[src/core/kpi_pkg.sv]
// Package for the keyboard pin interrupt block: register map, fields, resets.
// Assumes a 32-bit APB slave with one aligned word per register.
package kpi_pkg;
    localparam int KPI_PINS = 8;
    localparam int KPI_AW = 4;
    // Byte addresses of the registers
    localparam logic [3:0] KPI_ADDR_SC = 4'h0;
    localparam logic [3:0] KPI_ADDR_PE = 4'h4;
    localparam logic [3:0] KPI_ADDR_ES = 4'h8;
    localparam logic [3:0] KPI_ADDR_RAW = 4'hc;
    // Status and control field positions
    localparam int KPI_SC_MODE = 0;
    localparam int KPI_SC_IE = 1;
    localparam int KPI_SC_ACK = 2;
    localparam int KPI_SC_FLAG = 3;
    // Reset values
    localparam logic [7:0] KPI_RST_PE = 8'h00;
    localparam logic [7:0] KPI_RST_ES = 8'h00;
    localparam logic KPI_RST_IE = 1'b0;
    localparam logic KPI_RST_MODE = 1'b0;
    localparam logic [7:0] KPI_RST_SYNC = 8'h00;
endpackage

[src/core/kpi_sync.sv]
// Three-stage input synchroniser with agreement filter, one per pin vector.
// Assumes inputs are asynchronous to pclk; output is a settled level.
module kpi_sync (
    input wire logic pclk, // Bus clock
    input wire logic presetn, // Async reset, active low
    input wire logic [kpi_pkg::KPI_PINS-1:0] raw_in, // Pins from outside
    input wire logic [kpi_pkg::KPI_PINS-1:0] rst_val, // Reset level (constant)
    output logic [kpi_pkg::KPI_PINS-1:0] sync_out // Settled level
);
    import kpi_pkg::*;
    logic [KPI_PINS-1:0] s1_ff;
    logic [KPI_PINS-1:0] s2_ff;
    logic [KPI_PINS-1:0] s3_ff;
    logic [KPI_PINS-1:0] out_ff;

    // Chain; only s2 reads s1 so no logic sees a metastable value
    always_ff @(posedge pclk or negedge presetn) begin
        if (!presetn) begin
            s1_ff <= KPI_RST_SYNC;
            s2_ff <= KPI_RST_SYNC;
            s3_ff <= KPI_RST_SYNC;
        end else begin
            s1_ff <= raw_in;
            s2_ff <= s1_ff;
            s3_ff <= s2_ff;
        end
    end

    // A change counts only when stage two and three agree
    always_ff @(posedge pclk or negedge presetn) begin
        if (!presetn) begin
            out_ff <= KPI_RST_SYNC;
        end else begin
            out_ff <= (s2_ff & s3_ff) | (out_ff & (s2_ff | s3_ff));
        end
    end

    assign sync_out = out_ff;
endmodule

[src/core/kpi_apb.sv]
// APB slave front end: decodes a transfer into one-cycle write/read strobes.
// Assumes a compliant APB master; answers with one wait state.
module kpi_apb (
    input wire logic pclk, // Bus clock
    input wire logic presetn, // Async reset, active low
    input wire logic psel, // Select
    input wire logic penable, // Access phase
    input wire logic pwrite, // Direction
    input wire logic [31:0] paddr, // Byte address
    output logic wr_stb, // Write takes effect this cycle
    output logic rd_stb, // Read data sampled this cycle
    output logic [kpi_pkg::KPI_AW-1:0] reg_addr, // Byte address in block
    output logic addr_ok // Address maps to a register
);
    import kpi_pkg::*;
    logic acc;
    logic wait_ff;

    // Read data is captured at the first access edge; a write lands only at
    // the completing edge, so one transfer can never acknowledge twice
    assign acc = psel & penable;
    assign wr_stb = acc & wait_ff & pwrite & addr_ok;
    assign rd_stb = acc & ~wait_ff & ~pwrite;
    assign reg_addr = paddr[KPI_AW-1:0];

    // Mirrors the ready flop of the top: high during the completing edge
    always_ff @(posedge pclk or negedge presetn) begin
        if (!presetn) begin
            wait_ff <= 1'b0;
        end else begin
            wait_ff <= acc & ~wait_ff;
        end
    end

    // Only the four word addresses in the low window are mapped
    always_comb begin
        if (paddr[31:KPI_AW] != 28'h0000000) begin
            addr_ok = 1'b0;
        end else if (reg_addr == KPI_ADDR_SC) begin
            addr_ok = 1'b1;
        end else if (reg_addr == KPI_ADDR_PE) begin
            addr_ok = 1'b1;
        end else if (reg_addr == KPI_ADDR_ES) begin
            addr_ok = 1'b1;
        end else if (reg_addr == KPI_ADDR_RAW) begin
            addr_ok = 1'b1;
        end else begin
            addr_ok = 1'b0;
        end
    end
endmodule

[src/core/kpi_top.sv]
// Keyboard pin interrupt block: eight sensed pins, one shared event flag,
// one interrupt request, pull direction steering. APB register access.
// Assumes pins are asynchronous; stop-mode control comes from the system.
// Overview of operation
// - Keeps running during background debug halt
// - Status bits 7:4 read zero
// - Flag bit 3, writes cannot change it
// - Acknowledge bit 2, write-one clears, reads zero
// - Interrupt enable bit 1 gates request
// - Mode bit 0: edges, or edges plus levels
// - Pin enable bits enable each pin
// - Polarity: 0 falling/low, 1 rising/high
// - Falling edge: high then low sample
// - Rising edge: low then high sample
// - All inputs deassert before next edge
// - Edge sets flag; enable raises request
// - Edge mode: acknowledge clears flag
// - Level mode: edge or level sets flag
// - Level mode: clear only if all deasserted
// - Polarity steers pull-up or pull-down
// - Deep stop disables and resets block
module kpi_top (
    input wire logic pclk, // Bus clock 100 MHz
    input wire logic presetn, // Async reset, active low
    input wire logic psel, // APB select
    input wire logic penable, // APB enable
    input wire logic pwrite, // APB direction
    input wire logic [31:0] paddr, // APB address
    input wire logic [31:0] pwdata, // APB write data
    output logic [31:0] prdata, // APB read data
    output logic pready, // APB ready
    output logic pslverr, // APB error
    input wire logic deep_stop, // Deepest stop modes active
    input wire logic [kpi_pkg::KPI_PINS-1:0] wake_input_pin, // Sensed pins
    input wire logic [kpi_pkg::KPI_PINS-1:0] port_pull_enable, // Port pull enables
    output logic key_irq, // Interrupt request to CPU
    output logic [kpi_pkg::KPI_PINS-1:0] pull_up_on, // Pull-up active per pin
    output logic [kpi_pkg::KPI_PINS-1:0] pull_down_on // Pull-down active per pin
);
    import kpi_pkg::*;

    logic [KPI_PINS-1:0] pin_sense_enable_ff;
    logic [KPI_PINS-1:0] pin_polarity_select_ff;
    logic key_irq_enable_ff;
    logic level_detect_select_ff;
    logic key_event_flag_ff;
    logic [KPI_PINS-1:0] prev_assert_ff;
    logic armed_ff;
    logic [31:0] prdata_ff;
    logic pready_ff;
    logic pslverr_ff;
    logic key_irq_ff;
    logic [KPI_PINS-1:0] pull_up_ff;
    logic [KPI_PINS-1:0] pull_down_ff;

    logic [KPI_PINS-1:0] pins_sync;
    logic [KPI_PINS-1:0] asserted;
    logic any_asserted;
    logic edge_hit;
    logic level_hit;
    logic wr_stb;
    logic rd_stb;
    logic [KPI_AW-1:0] reg_addr;
    logic addr_ok;
    logic ack_wr;
    logic wr_sc;
    logic wr_pe;
    logic wr_es;
    logic blk_rst;
    logic [31:0] nxt_prdata;

    // Level seen as asserted for each pin given its polarity
    function automatic logic [KPI_PINS-1:0] sense_level(input logic [KPI_PINS-1:0] lvl,
                                                         input logic [KPI_PINS-1:0] pol);
        sense_level = ~(lvl ^ pol);
    endfunction

    // Word decode shared by the write strobes
    function automatic logic reg_hit(input logic [KPI_AW-1:0] addr, input logic [KPI_AW-1:0] want);
        reg_hit = (addr == want);
    endfunction

    // Resistor steering for one direction: pull on, pin enabled, sense match
    function automatic logic [KPI_PINS-1:0] steer_pull(input logic [KPI_PINS-1:0] pull_en,
                                                        input logic [KPI_PINS-1:0] pin_en,
                                                        input logic [KPI_PINS-1:0] dir);
        steer_pull = pull_en & pin_en & dir;
    endfunction

    kpi_sync u_sync (
        .pclk(pclk),
        .presetn(presetn),
        .raw_in(wake_input_pin),
        .rst_val(KPI_RST_SYNC),
        .sync_out(pins_sync)
    );

    kpi_apb u_apb (
        .pclk(pclk),
        .presetn(presetn),
        .psel(psel),
        .penable(penable),
        .pwrite(pwrite),
        .paddr(paddr),
        .wr_stb(wr_stb),
        .rd_stb(rd_stb),
        .reg_addr(reg_addr),
        .addr_ok(addr_ok)
    );

    // Deep stop holds every register but the synchroniser and bus flops at its reset value, so waking
    // from it leaves the block as after reset. Shallow-stop asynchronous
    // wake detection is not modelled: the bus clock is assumed to run.
    assign blk_rst = deep_stop;

    // A disabled pin counts as deasserted, so enabling a pin that already
    // sits at its asserted level can raise a false flag; the safe set-up
    // order acknowledges it before the request is enabled.

    // Detection: no debug-halt input exists, so it never stops.
    assign asserted = sense_level(pins_sync, pin_polarity_select_ff) & pin_sense_enable_ff;
    assign any_asserted = |asserted;
    // Edge is deasserted last cycle, asserted now, only once rearmed
    assign edge_hit = armed_ff & |(asserted & ~prev_assert_ff);
    assign level_hit = level_detect_select_ff & any_asserted;
    // Register write strobes, one per writable word; the raw view has none
    assign wr_sc = wr_stb && reg_hit(reg_addr, KPI_ADDR_SC);
    assign wr_pe = wr_stb && reg_hit(reg_addr, KPI_ADDR_PE);
    assign wr_es = wr_stb && reg_hit(reg_addr, KPI_ADDR_ES);
    assign ack_wr = wr_sc && pwdata[KPI_SC_ACK];

    // Previous-cycle asserted view; disabled pins count as deasserted
    always_ff @(posedge pclk or negedge presetn) begin
        if (!presetn) begin
            prev_assert_ff <= KPI_RST_SYNC;
        end else if (blk_rst) begin
            prev_assert_ff <= KPI_RST_SYNC;
        end else begin
            prev_assert_ff <= asserted;
        end
    end

    // Rearm only when all enabled inputs are back at deasserted level
    always_ff @(posedge pclk or negedge presetn) begin
        if (!presetn) begin
            armed_ff <= 1'b0;
        end else if (blk_rst) begin
            armed_ff <= 1'b0;
        end else if (edge_hit) begin
            armed_ff <= 1'b0;
        end else if (!any_asserted) begin
            armed_ff <= 1'b1;
        end
    end

    // Event flag: set wins over acknowledge; an asserted pin in level mode blocks the clear
    always_ff @(posedge pclk or negedge presetn) begin
        if (!presetn) begin
            key_event_flag_ff <= 1'b0;
        end else if (blk_rst) begin
            key_event_flag_ff <= 1'b0;
        end else if (edge_hit || level_hit) begin
            key_event_flag_ff <= 1'b1;
        end else if (ack_wr) begin
            key_event_flag_ff <= 1'b0;
        end
    end

    // Interrupt enable; the flag bit of a status write is ignored.
    // Cleared first in the safe set-up order so no early request escapes
    always_ff @(posedge pclk or negedge presetn) begin
        if (!presetn) begin
            key_irq_enable_ff <= KPI_RST_IE;
        end else if (blk_rst) begin
            key_irq_enable_ff <= KPI_RST_IE;
        end else if (wr_sc) begin
            key_irq_enable_ff <= pwdata[KPI_SC_IE];
        end
    end

    // Detection mode: edges only, or edges plus held levels.
    // Changing it with a pin asserted may set the flag at once
    always_ff @(posedge pclk or negedge presetn) begin
        if (!presetn) begin
            level_detect_select_ff <= KPI_RST_MODE;
        end else if (blk_rst) begin
            level_detect_select_ff <= KPI_RST_MODE;
        end else if (wr_sc) begin
            level_detect_select_ff <= pwdata[KPI_SC_MODE];
        end
    end

    // Pin enables; a disabled pin never asserts.
    // They also gate the pull steering, so a disabled pin floats
    always_ff @(posedge pclk or negedge presetn) begin
        if (!presetn) begin
            pin_sense_enable_ff <= KPI_RST_PE;
        end else if (blk_rst) begin
            pin_sense_enable_ff <= KPI_RST_PE;
        end else if (wr_pe) begin
            pin_sense_enable_ff <= pwdata[KPI_PINS-1:0];
        end
    end

    // Polarity per pin: sense of edge and level, and pull direction.
    // Set before enabling pins, or the old sense may flag a false event
    always_ff @(posedge pclk or negedge presetn) begin
        if (!presetn) begin
            pin_polarity_select_ff <= KPI_RST_ES;
        end else if (blk_rst) begin
            pin_polarity_select_ff <= KPI_RST_ES;
        end else if (wr_es) begin
            pin_polarity_select_ff <= pwdata[KPI_PINS-1:0];
        end
    end

    // Read mux; the raw pin view helps software ordering
    always_comb begin
        nxt_prdata = 32'h00000000;
        if (!addr_ok) begin
            nxt_prdata = 32'h00000000;
        end else if (reg_addr == KPI_ADDR_SC) begin
            nxt_prdata[KPI_SC_FLAG] = key_event_flag_ff;
            nxt_prdata[KPI_SC_IE] = key_irq_enable_ff;
            nxt_prdata[KPI_SC_MODE] = level_detect_select_ff; // ack reads zero
        end else if (reg_addr == KPI_ADDR_PE) begin
            nxt_prdata[KPI_PINS-1:0] = pin_sense_enable_ff;
        end else if (reg_addr == KPI_ADDR_ES) begin
            nxt_prdata[KPI_PINS-1:0] = pin_polarity_select_ff;
        end else begin
            nxt_prdata[KPI_PINS-1:0] = pins_sync;
        end
    end

    // Read data is registered at the first access edge and shown one cycle
    // later with pready; it holds until the next read
    always_ff @(posedge pclk or negedge presetn) begin
        if (!presetn) begin
            prdata_ff <= 32'h00000000;
        end else if (rd_stb) begin
            prdata_ff <= nxt_prdata;
        end
    end

    // One wait state on every transfer: a two-cycle access phase
    always_ff @(posedge pclk or negedge presetn) begin
        if (!presetn) begin
            pready_ff <= 1'b0;
        end else begin
            pready_ff <= psel & penable & ~pready_ff;
        end
    end

    // Error rides with ready for any unmapped word
    always_ff @(posedge pclk or negedge presetn) begin
        if (!presetn) begin
            pslverr_ff <= 1'b0;
        end else begin
            pslverr_ff <= psel & penable & ~pready_ff & ~addr_ok;
        end
    end

    // Request from a flop so it never glitches while flag or enable change;
    // it trails the flag by one cycle
    always_ff @(posedge pclk or negedge presetn) begin
        if (!presetn) begin
            key_irq_ff <= 1'b0;
        end else begin
            key_irq_ff <= key_event_flag_ff & key_irq_enable_ff & ~blk_rst;
        end
    end

    // Pull-up where the pin senses falling edges or low levels
    always_ff @(posedge pclk or negedge presetn) begin
        if (!presetn) begin
            pull_up_ff <= 8'h00;
        end else begin
            pull_up_ff <= steer_pull(port_pull_enable, pin_sense_enable_ff, ~pin_polarity_select_ff);
        end
    end

    // Pull-down where the pin senses rising edges or high levels
    always_ff @(posedge pclk or negedge presetn) begin
        if (!presetn) begin
            pull_down_ff <= 8'h00;
        end else begin
            pull_down_ff <= steer_pull(port_pull_enable, pin_sense_enable_ff, pin_polarity_select_ff);
        end
    end

    assign prdata = prdata_ff;
    assign pready = pready_ff;
    assign pslverr = pslverr_ff;
    assign key_irq = key_irq_ff;
    assign pull_up_on = pull_up_ff;
    assign pull_down_on = pull_down_ff;
endmodule

[config.mk]
export PLATFORM = sky130hd
export DESIGN_NAME = kpi_top
export DESIGN_NICKNAME = d
export VERILOG_FILES = /design/src/core/kpi_pkg.sv /design/src/core/kpi_sync.sv /design/src/core/kpi_apb.sv /design/src/core/kpi_top.sv
export SDC_FILE = /design/constraint.sdc
export NUM_CORES = 1
export LEC_CHECK = 0
export BUFFER_PORTS_ARGS = -buffer_cell sky130_fd_sc_hd__buf_2
export CAP_MARGIN = 5
export CORE_UTILIZATION = 39
export CTS_BUF_LIST = sky130_fd_sc_hd__clkbuf_16
export DETAILED_ROUTE_END_ITERATION = 8
export PLACE_DENSITY_LB_ADDON = 0.15
export SLEW_MARGIN = 25
export SYNTH_ARGS = -nofsm -noshare
export SYNTH_HDL_FRONTEND = slang
export SYNTH_SLANG_ARGS = --single-unit
[constraint.sdc]
create_clock -name pclk -period 1.6 [get_ports pclk]
set_input_delay 0.32 -clock pclk [delete_from_list [all_inputs] [get_ports pclk]]
set_output_delay 0.32 -clock pclk [all_outputs]
set_load 0.01 [all_outputs]
== After elaboration in Yosys (flattened, before gate mapping) ==
Index checks and enable logic that the tools add are counted.

* Register bits: 88
* Input bits: 86
* Logic and storage cells: 92
* Output and inout bits: 51

* Reduce and logical (&&, ||, !) cells: 13
* Bitwise logic cells: 30
* Muxes and demuxes: 27
* Equality and inequality tests: 4

{| class="wikitable"
|+ Operators by type and width
! kind !! count
|-
| two-way mux 8 bit || 8
|-
| bitwise AND 8 bit || 7
|-
| nonzero test 28 bit || 1
|-
| NOT 8 bit || 3
|-
| two-way mux 1 bit || 17
|-
| OR 8 bit || 2
|-
| OR reduction 8 bit || 2
|-
| bitwise AND 1 bit || 12
|-
| == test 4 bit (second input constant) || 2
|-
| bitwise XOR 8 bit || 1
|-
| nonzero test 2 bit || 3
|-
| NOT 1 bit || 5
|-
| == test 4 x 3 -> 1 bit (second input constant) || 1
|-
| logical AND 1 bit || 4
|-
| logical NOT 4 bit || 1
|-
| two-way mux 4 bit || 1
|-
| inequality test 3 x 2 -> 1 bit (second input constant) || 1
|-
| nonzero test 3 bit || 1
|-
| two-way mux 2 bit || 1
|-
| logical OR 1 bit || 1
|}

== Longest topological paths before layout ==
Gate-level depths: netlist of run 1.

* Word-level depth: 12
* Gate-level depth with buffers: 6
* Mapped depth without buffers: 5

== Modules after synthesis ==
From an unflattened synthesis of run 1, not the netlist that was laid out.

* Cell total of the unflattened synthesis: 317
* Area, all modules: 3644.7 sq um

{| class="wikitable"
|+ By module, submodules not included
! module !! cells each !! area an instance (sq um) !! instances !! sequential area each (sq um)
|-
| kpi_top || 256 || 2600.0 || 1 || 1376.3
|-
| kpi_sync || 40 || 890.9 || 1 || 800.8
|-
| kpi_apb || 21 || 153.9 || 1 || 25.0
|}

== Worst setup path before layout of run 1 ==
OpenSTA, ideal clock, no wires.

* Path kind: input -> register
* From: input paddr[9]
* To: register pin_polarity_select_ff[7]
* Setup time: 0.132 ns
* Cell stages on the path: 5
* Data arrival time: 1.713 ns
* Required time: 1.468 ns
* Path buffers: 0
* Setup slack: -0.245 ns
* Path through: nor4_2 nand4_2 nor4_4 mux2i_1 nor2_1

* Word-level cells in the longest chain between the ends: 5

{| class="wikitable"
|+ Ends and longest elaborated chain
! what !! line !! text
|-
| from (decl) || kpi_top.sv:28 || <nowiki>input wire logic [31:0] paddr,</nowiki>
|-
| nonzero test 28 bit || kpi_apb.sv:37 || <nowiki>if (paddr[31:KPI_AW] != 28'h0000000) begin</nowiki>
|-
| two-way mux 1 bit || kpi_apb.sv:37 ||
|-
| bitwise AND 1 bit || kpi_apb.sv:22 || <nowiki>assign wr_stb = acc & wait_ff & pwrite & addr_ok;</nowiki>
|-
| logical AND 1 bit || kpi_top.sv:129 || <nowiki>assign wr_es = wr_stb && reg_hit(reg_addr, KPI_ADDR_ES);</nowiki>
|-
| nonzero test 2 bit (no line) || -- ||
|-
| to (signal assigned) || kpi_top.sv:213 || <nowiki>pin_polarity_select_ff <= pwdata[KPI_PINS-1:0];</nowiki>
|-
| to (decl) || kpi_top.sv:43 || <nowiki>logic [KPI_PINS-1:0] pin_polarity_select_ff;</nowiki>
|}

No other way between the ends.
A chain may end at the register's enable or synchronous reset.

== Worst setup path in the final report of run 1 ==
* From: register u_apb.wait_ff
* To: register pin_polarity_select_ff[0]

* Word-level cells in the longest chain between the ends: 5

{| class="wikitable"
|+ Ends and longest elaborated chain
! what !! line !! text
|-
| from (decl) || kpi_apb.sv:17 || <nowiki>logic wait_ff;</nowiki>
|-
| from (signal assigned) || kpi_apb.sv:31 || <nowiki>wait_ff <= acc & ~wait_ff;</nowiki>
|-
| bitwise AND 1 bit (3 in a row) || kpi_apb.sv:22 ||
|-
| logical AND 1 bit || kpi_top.sv:129 ||
|-
| nonzero test 2 bit (no line) || -- ||
|}

No other way between the ends.

==> qor.txt, run 1 <==
CP top delay family - simple AND/OR/NAND/NOR gates
Largest net degree at the start of global routing - 34
Slowest CP cell - or4_4
Final GP Congestion - 0.860
Critical Path RT - 1800 ps
Die Wd - 99.9 um
Drt initial violations - 107
Final worst slack - -33.5 ps
GRT overflow - 0
Post-layout minimum cycle time - 1630 ps
Critical Path Source Type - flip-flop
Antenna violations before repair - 0
Power, Total - 5.21 mW
Syn-to-layout area delta - 32.8%
DR vias/cell - 4.67
CTS tree - built
Synth Instances - 312
Layout Cells excl Fill - 570
First-pass GRT wire length - 13300 um
Max-slew violations - 0
Antenna-violating nets left - 0
Port bufs - 88
WL final - 7840 um
Detail Placement HPWL - 5910 um
Dpl ws - -313 ps
Die H - 99.9 um
Finished Cell Area - 4960 sq um
CP Class - reg2reg
Core area - 9240 sq um
# rows - 35
Clock Skew - 6.19 ps
CTS Buf Count - 9
Area after DPL - 4570 sq um
Top FF cell, synth - dfrtp_1
Clock buffer depth - 2
DR WL/cell - 13.8 um
Io pins - 137
CP Max Fanout - 8
# fillers - 794
Worst min-delay path class - in2reg
Largest incremental delay on the critical path - 470 ps
CTS Sinks - 88
Crit Reg-Reg Startpoint - u_apb.wait_ff
FF-to-FF End - pin_polarity_select_ff[0]
Ant. Diodes - 0
Critical path arrival - 1840 ps
Total GRT Usage - 0.175
CP endpoint kind - flip-flop
RSZ-0062 raised after global routing - yes
CP bufs+invs - 1
Full die area - 9980 sq um
Starting density of the core - 0.404
H-tree lvl count - 3
Max VDD drop - 0.636 mV
Synth Cell Area - 3740 sq um
Post-synthesis sequential area ratio - 0.589
Share of cells above drive strength 1 - 0.340
Run status - complete, but fails checks
Drt first pass iters - 4
Post-synth EDFFs - 0
Reg clk slew, reported paths - 60 ps
Synthesis-stage register bit count - 88
Worst hold endpoint - u_sync.s1_ff[5]
Fin. Hold Viols - 0
Final net count - 522
Failing checks - setup timing
Share of flip-flops with an asynchronous set or reset - 1.00
Fmax - 612 MHz
Drt drc - 0
Leak pwr - 2.41 nW
Hold path cells - 1
Worst skew pair latency - 330 ps
Syn. warnings - 0
Yosys cell types - 38
Vias in the first global route - 2665
Crit share post-route - 1.02
Placed insts - 552
PwrDens - 1050 nW/um^2
Critical path cell sequence - nand2_1, or4_4, nor4_4, buf_12, mux2i_1, nor2_1
Final setup vio count - 16
R2R Setup Slk - -30 ps
Max-cap viol count - 0
Worst reg2reg path depth - 6
Worst Hold Launch - wake_input_pin[5]
Syn avg cell area - 12.0 sq um
Clk root buf - clkbuf_16
Total number of vias - 2664
==> stage by stage <==
| step | setup TNS (ps) | utilization | hold WS [ps] |
|---|---|---|---|
| 2_1_floorplan | -3860 | - | 24.4 |
| 3_3_place_gp | -6790 | 0.495 | 309 |
| 3_5_place_dp | -7610 | 0.495 | 307 |
| 4_1_cts | -447 | 0.537 | 82.3 |
| 5_1_grt | -2210 | 0.537 | 78.9 |
| 6_report | -302 | 0.537 | 92.5 |
==> how the worst max path moves through the flow <==
stage | from | to | slack (ps) | cells past startpoint
2_1_floorplan | paddr[26] | pin_polarity_select_ff[7] | -220 | 5
3_3_place_gp | paddr[26] | pin_sense_enable_ff[3] | -300 | 7
3_5_place_dp | paddr[26] | prdata[2] | -310 | 6
4_1_cts | u_apb.wait_ff | pin_sense_enable_ff[2] | -40 | 6
5_1_grt | u_apb.wait_ff | pin_sense_enable_ff[6] | -160 | 6
6_report | u_apb.wait_ff | pin_polarity_select_ff[0] | -30 | 6
==> cells by family (layout without fill, tap and decap cells) <==
logic type | count (synthesis) | after routing | synth area share
AO/OA/AOI/OAI | 41 | 41 | 0.0743
XOR/XNOR | 8 | 8 | 0.0188
adder cells (fa/ha/maj) | 8 | 8 | 0.0214
buffers and inverters | 36 | 142 | 0.0603
flip-flops | 88 | 88 | 0.589
multiplexers | 22 | 22 | 0.0593
other | 1 | 24 | 0.00100
AND/OR/NAND/NOR | 108 | 108 | 0.175
==> what timing repair did <==
| action | 4_1_cts | 5_1_grt |
|---|---|---|
| setup buffers | 1 | 0 |
| gates resized for setup | 1 | 1 |
| pin swaps | 0 | 2 |
| endpoints found under the setup margin | 22 | 23 |
| hold buffers | 1 | 0 |
| endpoints found under the hold margin | 30 | 0 |
==> flip-flops by register name (all words and copies together), names as in the netlist, 8 cells and up <==
| signal | count |
|---|---|
| pull_up_on | 8 |
| u_sync.sync_out | 8 |
| prev_assert_ff | 8 |
| pin_sense_enable_ff | 8 |
| prdata | 8 |
| pull_down_on | 8 |
| u_sync.s3_ff | 8 |
| u_sync.s1_ff | 8 |
| pin_polarity_select_ff | 8 |
| u_sync.s2_ff | 8 |
==> final cells by class <==
cell class	count	area, sq um	area share
Sequential cell	88	2200	0.444
Multi-Input combinational cell	211	1440	0.290
Timing Repair Buffer	120	773	0.156
Clock buffer	9	225	0.0454
Tap cell	129	161	0.0325
Clock inverter	7	136	0.0275
Inverter	6	22.5	0.00454
==> power by group <==
| group | internal (mW) | total [mW] | leakage (nW) | switching, mW |
|---|---|---|---|---|
| clock | 1.67 | 2.49 | 0.182 | 0.818 |
| sequential | 2.28 | 2.32 | 1.15 | 0.0404 |
| combinational | 0.173 | 0.395 | 1.08 | 0.222 |
==> Yosys cell counts (5+ instances only) <==
library cell / number / share of area
nor2b_1: 5 / 0.0084
nor4_4: 6 / 0.034
a21oi_1: 6 / 0.0080
mux2i_1: 21 / 0.056
maj3_1: 8 / 0.021
o22ai_1: 9 / 0.015
clkbuf_1: 6 / 0.0060
and3_1: 8 / 0.013
xnor2_1: 8 / 0.019
inv_1: 6 / 0.0060
nand2_1: 28 / 0.028
nor2_1: 39 / 0.039
a22oi_1: 7 / 0.014
a22o_1: 5 / 0.012
dfrtp_1: 88 / 0.59
buf_4: 24 / 0.048
==> cells in the final DEF, fill, tap and decap left out, types with 2 or more instances in the layout <==
cell type and n:
a22o_1 5, o22ai_1 9, o21ai_1 3, buf_12 7, and3_1 8, dfrtp_1 87, bufinv_16 4, maj3_1 8
nor4_4 9, mux2i_1 21, buf_4 25, a32oi_1 4, xnor2_1 8, a22oi_1 7, o21ai_0 4, nand4_4 2
or3_1 3, inv_1 8, nor2_1 39, nor2b_1 5, nor3_1 2, buf_2 87, nand4_1 2, nand2_1 28
clkbuf_16 9, nand3b_1 2, conb_1 24, a21oi_1 6
==> routing by layer <==
| layer | global-route usage | wire length [um] |
|---|---|---|
| met4 | 0.0792 | 132 |
| met1 | 0.245 | 3780 |
| met5 | 0 | 0 |
| met2 | 0.264 | 3570 |
| met3 | 0.0320 | 364 |
(Power assumes the default switching activity.)
==> run 2: changes to the inputs <==
--- a/config.mk
+++ b/config.mk
@@ -10,7 +10,9 @@
 export CORE_UTILIZATION = 39
 export CTS_BUF_LIST = sky130_fd_sc_hd__clkbuf_16
 export DETAILED_ROUTE_END_ITERATION = 8
+export MAX_ROUTING_LAYER = met4
 export PLACE_DENSITY_LB_ADDON = 0.15
+export SETUP_SLACK_MARGIN = 0.02
 export SLEW_MARGIN = 25
 export SYNTH_ARGS = -nofsm -noshare
 export SYNTH_HDL_FRONTEND = slang
==> run 2 against run 1 <==
- critical path depth is the same
- sequential share of layout area grew 0.75 points
- worst hold slack better by 2.6 ps
- total power fell by 6.8%
- die area did not move
- worst setup slack got worse by 23 ps
- combinational power decreased by 3%
- the run still ends with setup timing left
- via count up 0.26%
- final area down 1.7%
- highest routed layer unchanged
- clock-buffer cell count did not move
==> qor.txt, run 2 (synthesis results as in run 1) <==
Max-cap viol count - 0 (unchanged)
Hold_ws - 95.1 ps (+2.60 ps)
WL final - 7840 um (unchanged)
Syn-to-layout area delta - 30.5%
Antenna-violating nets left - 0 (unchanged)
Crit share post-route - 1.04 (+0.0146)
Starting density of the core - 0.404 (unchanged)
GRT overflow - 0 (unchanged)
Share of cells above drive strength 1 - 0.330 (-0.00984)
Reg clk slew, reported paths - 60 ps (about the same)
Detail Placement HPWL - 5970 um (+1.0%)
Slowest CP cell - or4_4
Worst min-delay path class - in2reg
Run status - complete, but fails checks
Final GP Congestion - 0.859 (about the same)
CP endpoint kind - flip-flop
Max-slew violations - 0 (unchanged)
DR WL/cell - 13.8 um (+0.35%)
Fin. Hold Viols - 0 (unchanged)
Total number of vias - 2671 (+0.26%)
Critical Path RT - 1800 ps (about the same)
Fin util - 0.528 (-0.00921)
DR vias/cell - 4.70 (+0.62%)
Critical Path Source Type - flip-flop
RSZ-0062 raised after global routing - yes
Total GRT Usage - 0.180 (+0.00556)
Commonest non-fill, non-tap cell in the layout - dfrtp_1
CTS Buf Count - 9 (unchanged)
Leak pwr - 2.38 nW (-1.5%)
Setup Fix Bufs, Post-CTS - 0 (-1)
FF+latch area - 2200 sq um (about the same)
Critical path arrival - 1860 ps (+20 ps)
H-tree lvl count - 3 (unchanged)
CTS tree - built
Largest incremental delay on the critical path - 470 ps (about the same)
Final net count - 520 (-0.38%)
Final setup vio count - 18 (+2)
Fmax - 604 MHz (-1.4%)
Failing checks - setup timing
Power, Total - 4.85 mW (-6.8%)
Clock Skew - 4.77 ps (-1.42 ps)
Io pins - 137 (unchanged)
Clk root buf - clkbuf_16
Max VDD drop - 0.682 mV (+7.2%)
CP Class - reg2reg
Clock buffer depth - 2 (unchanged)
Final worst slack - -56.8 ps (-23.3 ps)
First-pass GRT wire length - 13300 um (-0.21%)
Worst skew pair latency - 330 ps (about the same)
Most frequent cells in the layout - dfrtp_1, buf_2, nor2_1
Core area - 9240 sq um (unchanged)
Multi-input gate area - 1440 sq um (unchanged)
Drt first pass iters - 4 (unchanged)
PwrDens - 996 nW/um^2 (-5.2%)
Drt drc - 0 (unchanged)
Critical path cell sequence - nand2_1, or4_4, nor4_4, buf_12, mux2i_1, nor2_1
Largest net degree at the start of global routing - 33 (-2.9%)
CP Max Fanout - 8 (unchanged)
Drt initial violations - 111 (+3.7%)
# rows - 35 (unchanged)
Port bufs - 88 (unchanged)
# fillers - 860 (+8.3%)
CTS Sinks - 88 (unchanged)
Ant. Diodes - 0 (unchanged)
Vias in the first global route - 2554 (-4.2%)
Antenna violations before repair - 0 (unchanged)
Post-layout minimum cycle time - 1660 ps (+23.3 ps)
Full die area - 9980 sq um (unchanged)
Die Wd - 99.9 um (unchanged)
Die H - 99.9 um (unchanged)
## run 2: final timing paths
check / start / to / slack (ps) / cells after the start
min in group asynchronous: presetn / pull_up_on[7] / 410 / 2
max reg2reg: u_apb.wait_ff / pin_polarity_select_ff[3] / -60 / 6
min reg2reg: u_sync.s1_ff[0] / u_sync.s2_ff[0] / 350 / 0
min: wake_input_pin[2] / u_sync.s1_ff[2] / 100 / 1
max: u_apb.wait_ff / pin_polarity_select_ff[3] / -60 / 6
max in group asynchronous: presetn / pull_down_on[0] / 670 / 3
## run 2: area by class of cell
cell class / instances / share of cell area
timing repair buffer: 118 / 0.153
multi-input combinational: 211 / 0.295
clock buffer: 9 / 0.0462
sequential: 88 / 0.452
tap: 129 / 0.0331
inverter: 6 / 0.00462
clock inverter: 7 / 0.0164
## run 2: timing repair
item | 4_1_cts | 5_1_grt
hold buffers | 1 | 0
endpoints found under the hold margin | 14 | 0
resized for setup | 1 | 0
pin swaps | 1 | 2
endpoints found under the setup margin | 24 | 26
## run 2: routing by layer
layer  track usage  up-vias  part of all wire
met4        0.0577        0             0.012
met5             -        -                 0
met1         0.246     1301              0.48
li1              -     1289                 -
met2         0.270       75              0.46
met3        0.0376        6             0.042
## run 2: power by group
| part | switching [mW] | total [mW] | internal (mW) |
|---|---|---|---|
| clock network | 0.803 | 2.15 | 1.34 |
| registers | 0.0400 | 2.32 | 2.28 |
| logic | 0.219 | 0.385 | 0.167 |
| total | 1.06 | 4.85 | 3.79 |
## run 2: worst max-delay path, delay by kind of cell, from the launching register on
kind / cells / cell delay [ps]
flip-flops: 1 / 350
buffers and inverters: 1 / 180
AND/OR/NAND/NOR: 4 / 810
multiplexers: 1 / 190
## run 2: metrics by stage
stage               setup WS, ps  area (sq um)  instances  TNS (ps)
floorplan                   -218          3860        335     -3860
global placement            -295          4550        551     -6940
detailed placement          -331          4550        551     -7810
CTS                        -73.6          4870        568      -728
global route                -160          4870        568     -2500
finish                     -56.8          4870        568      -384
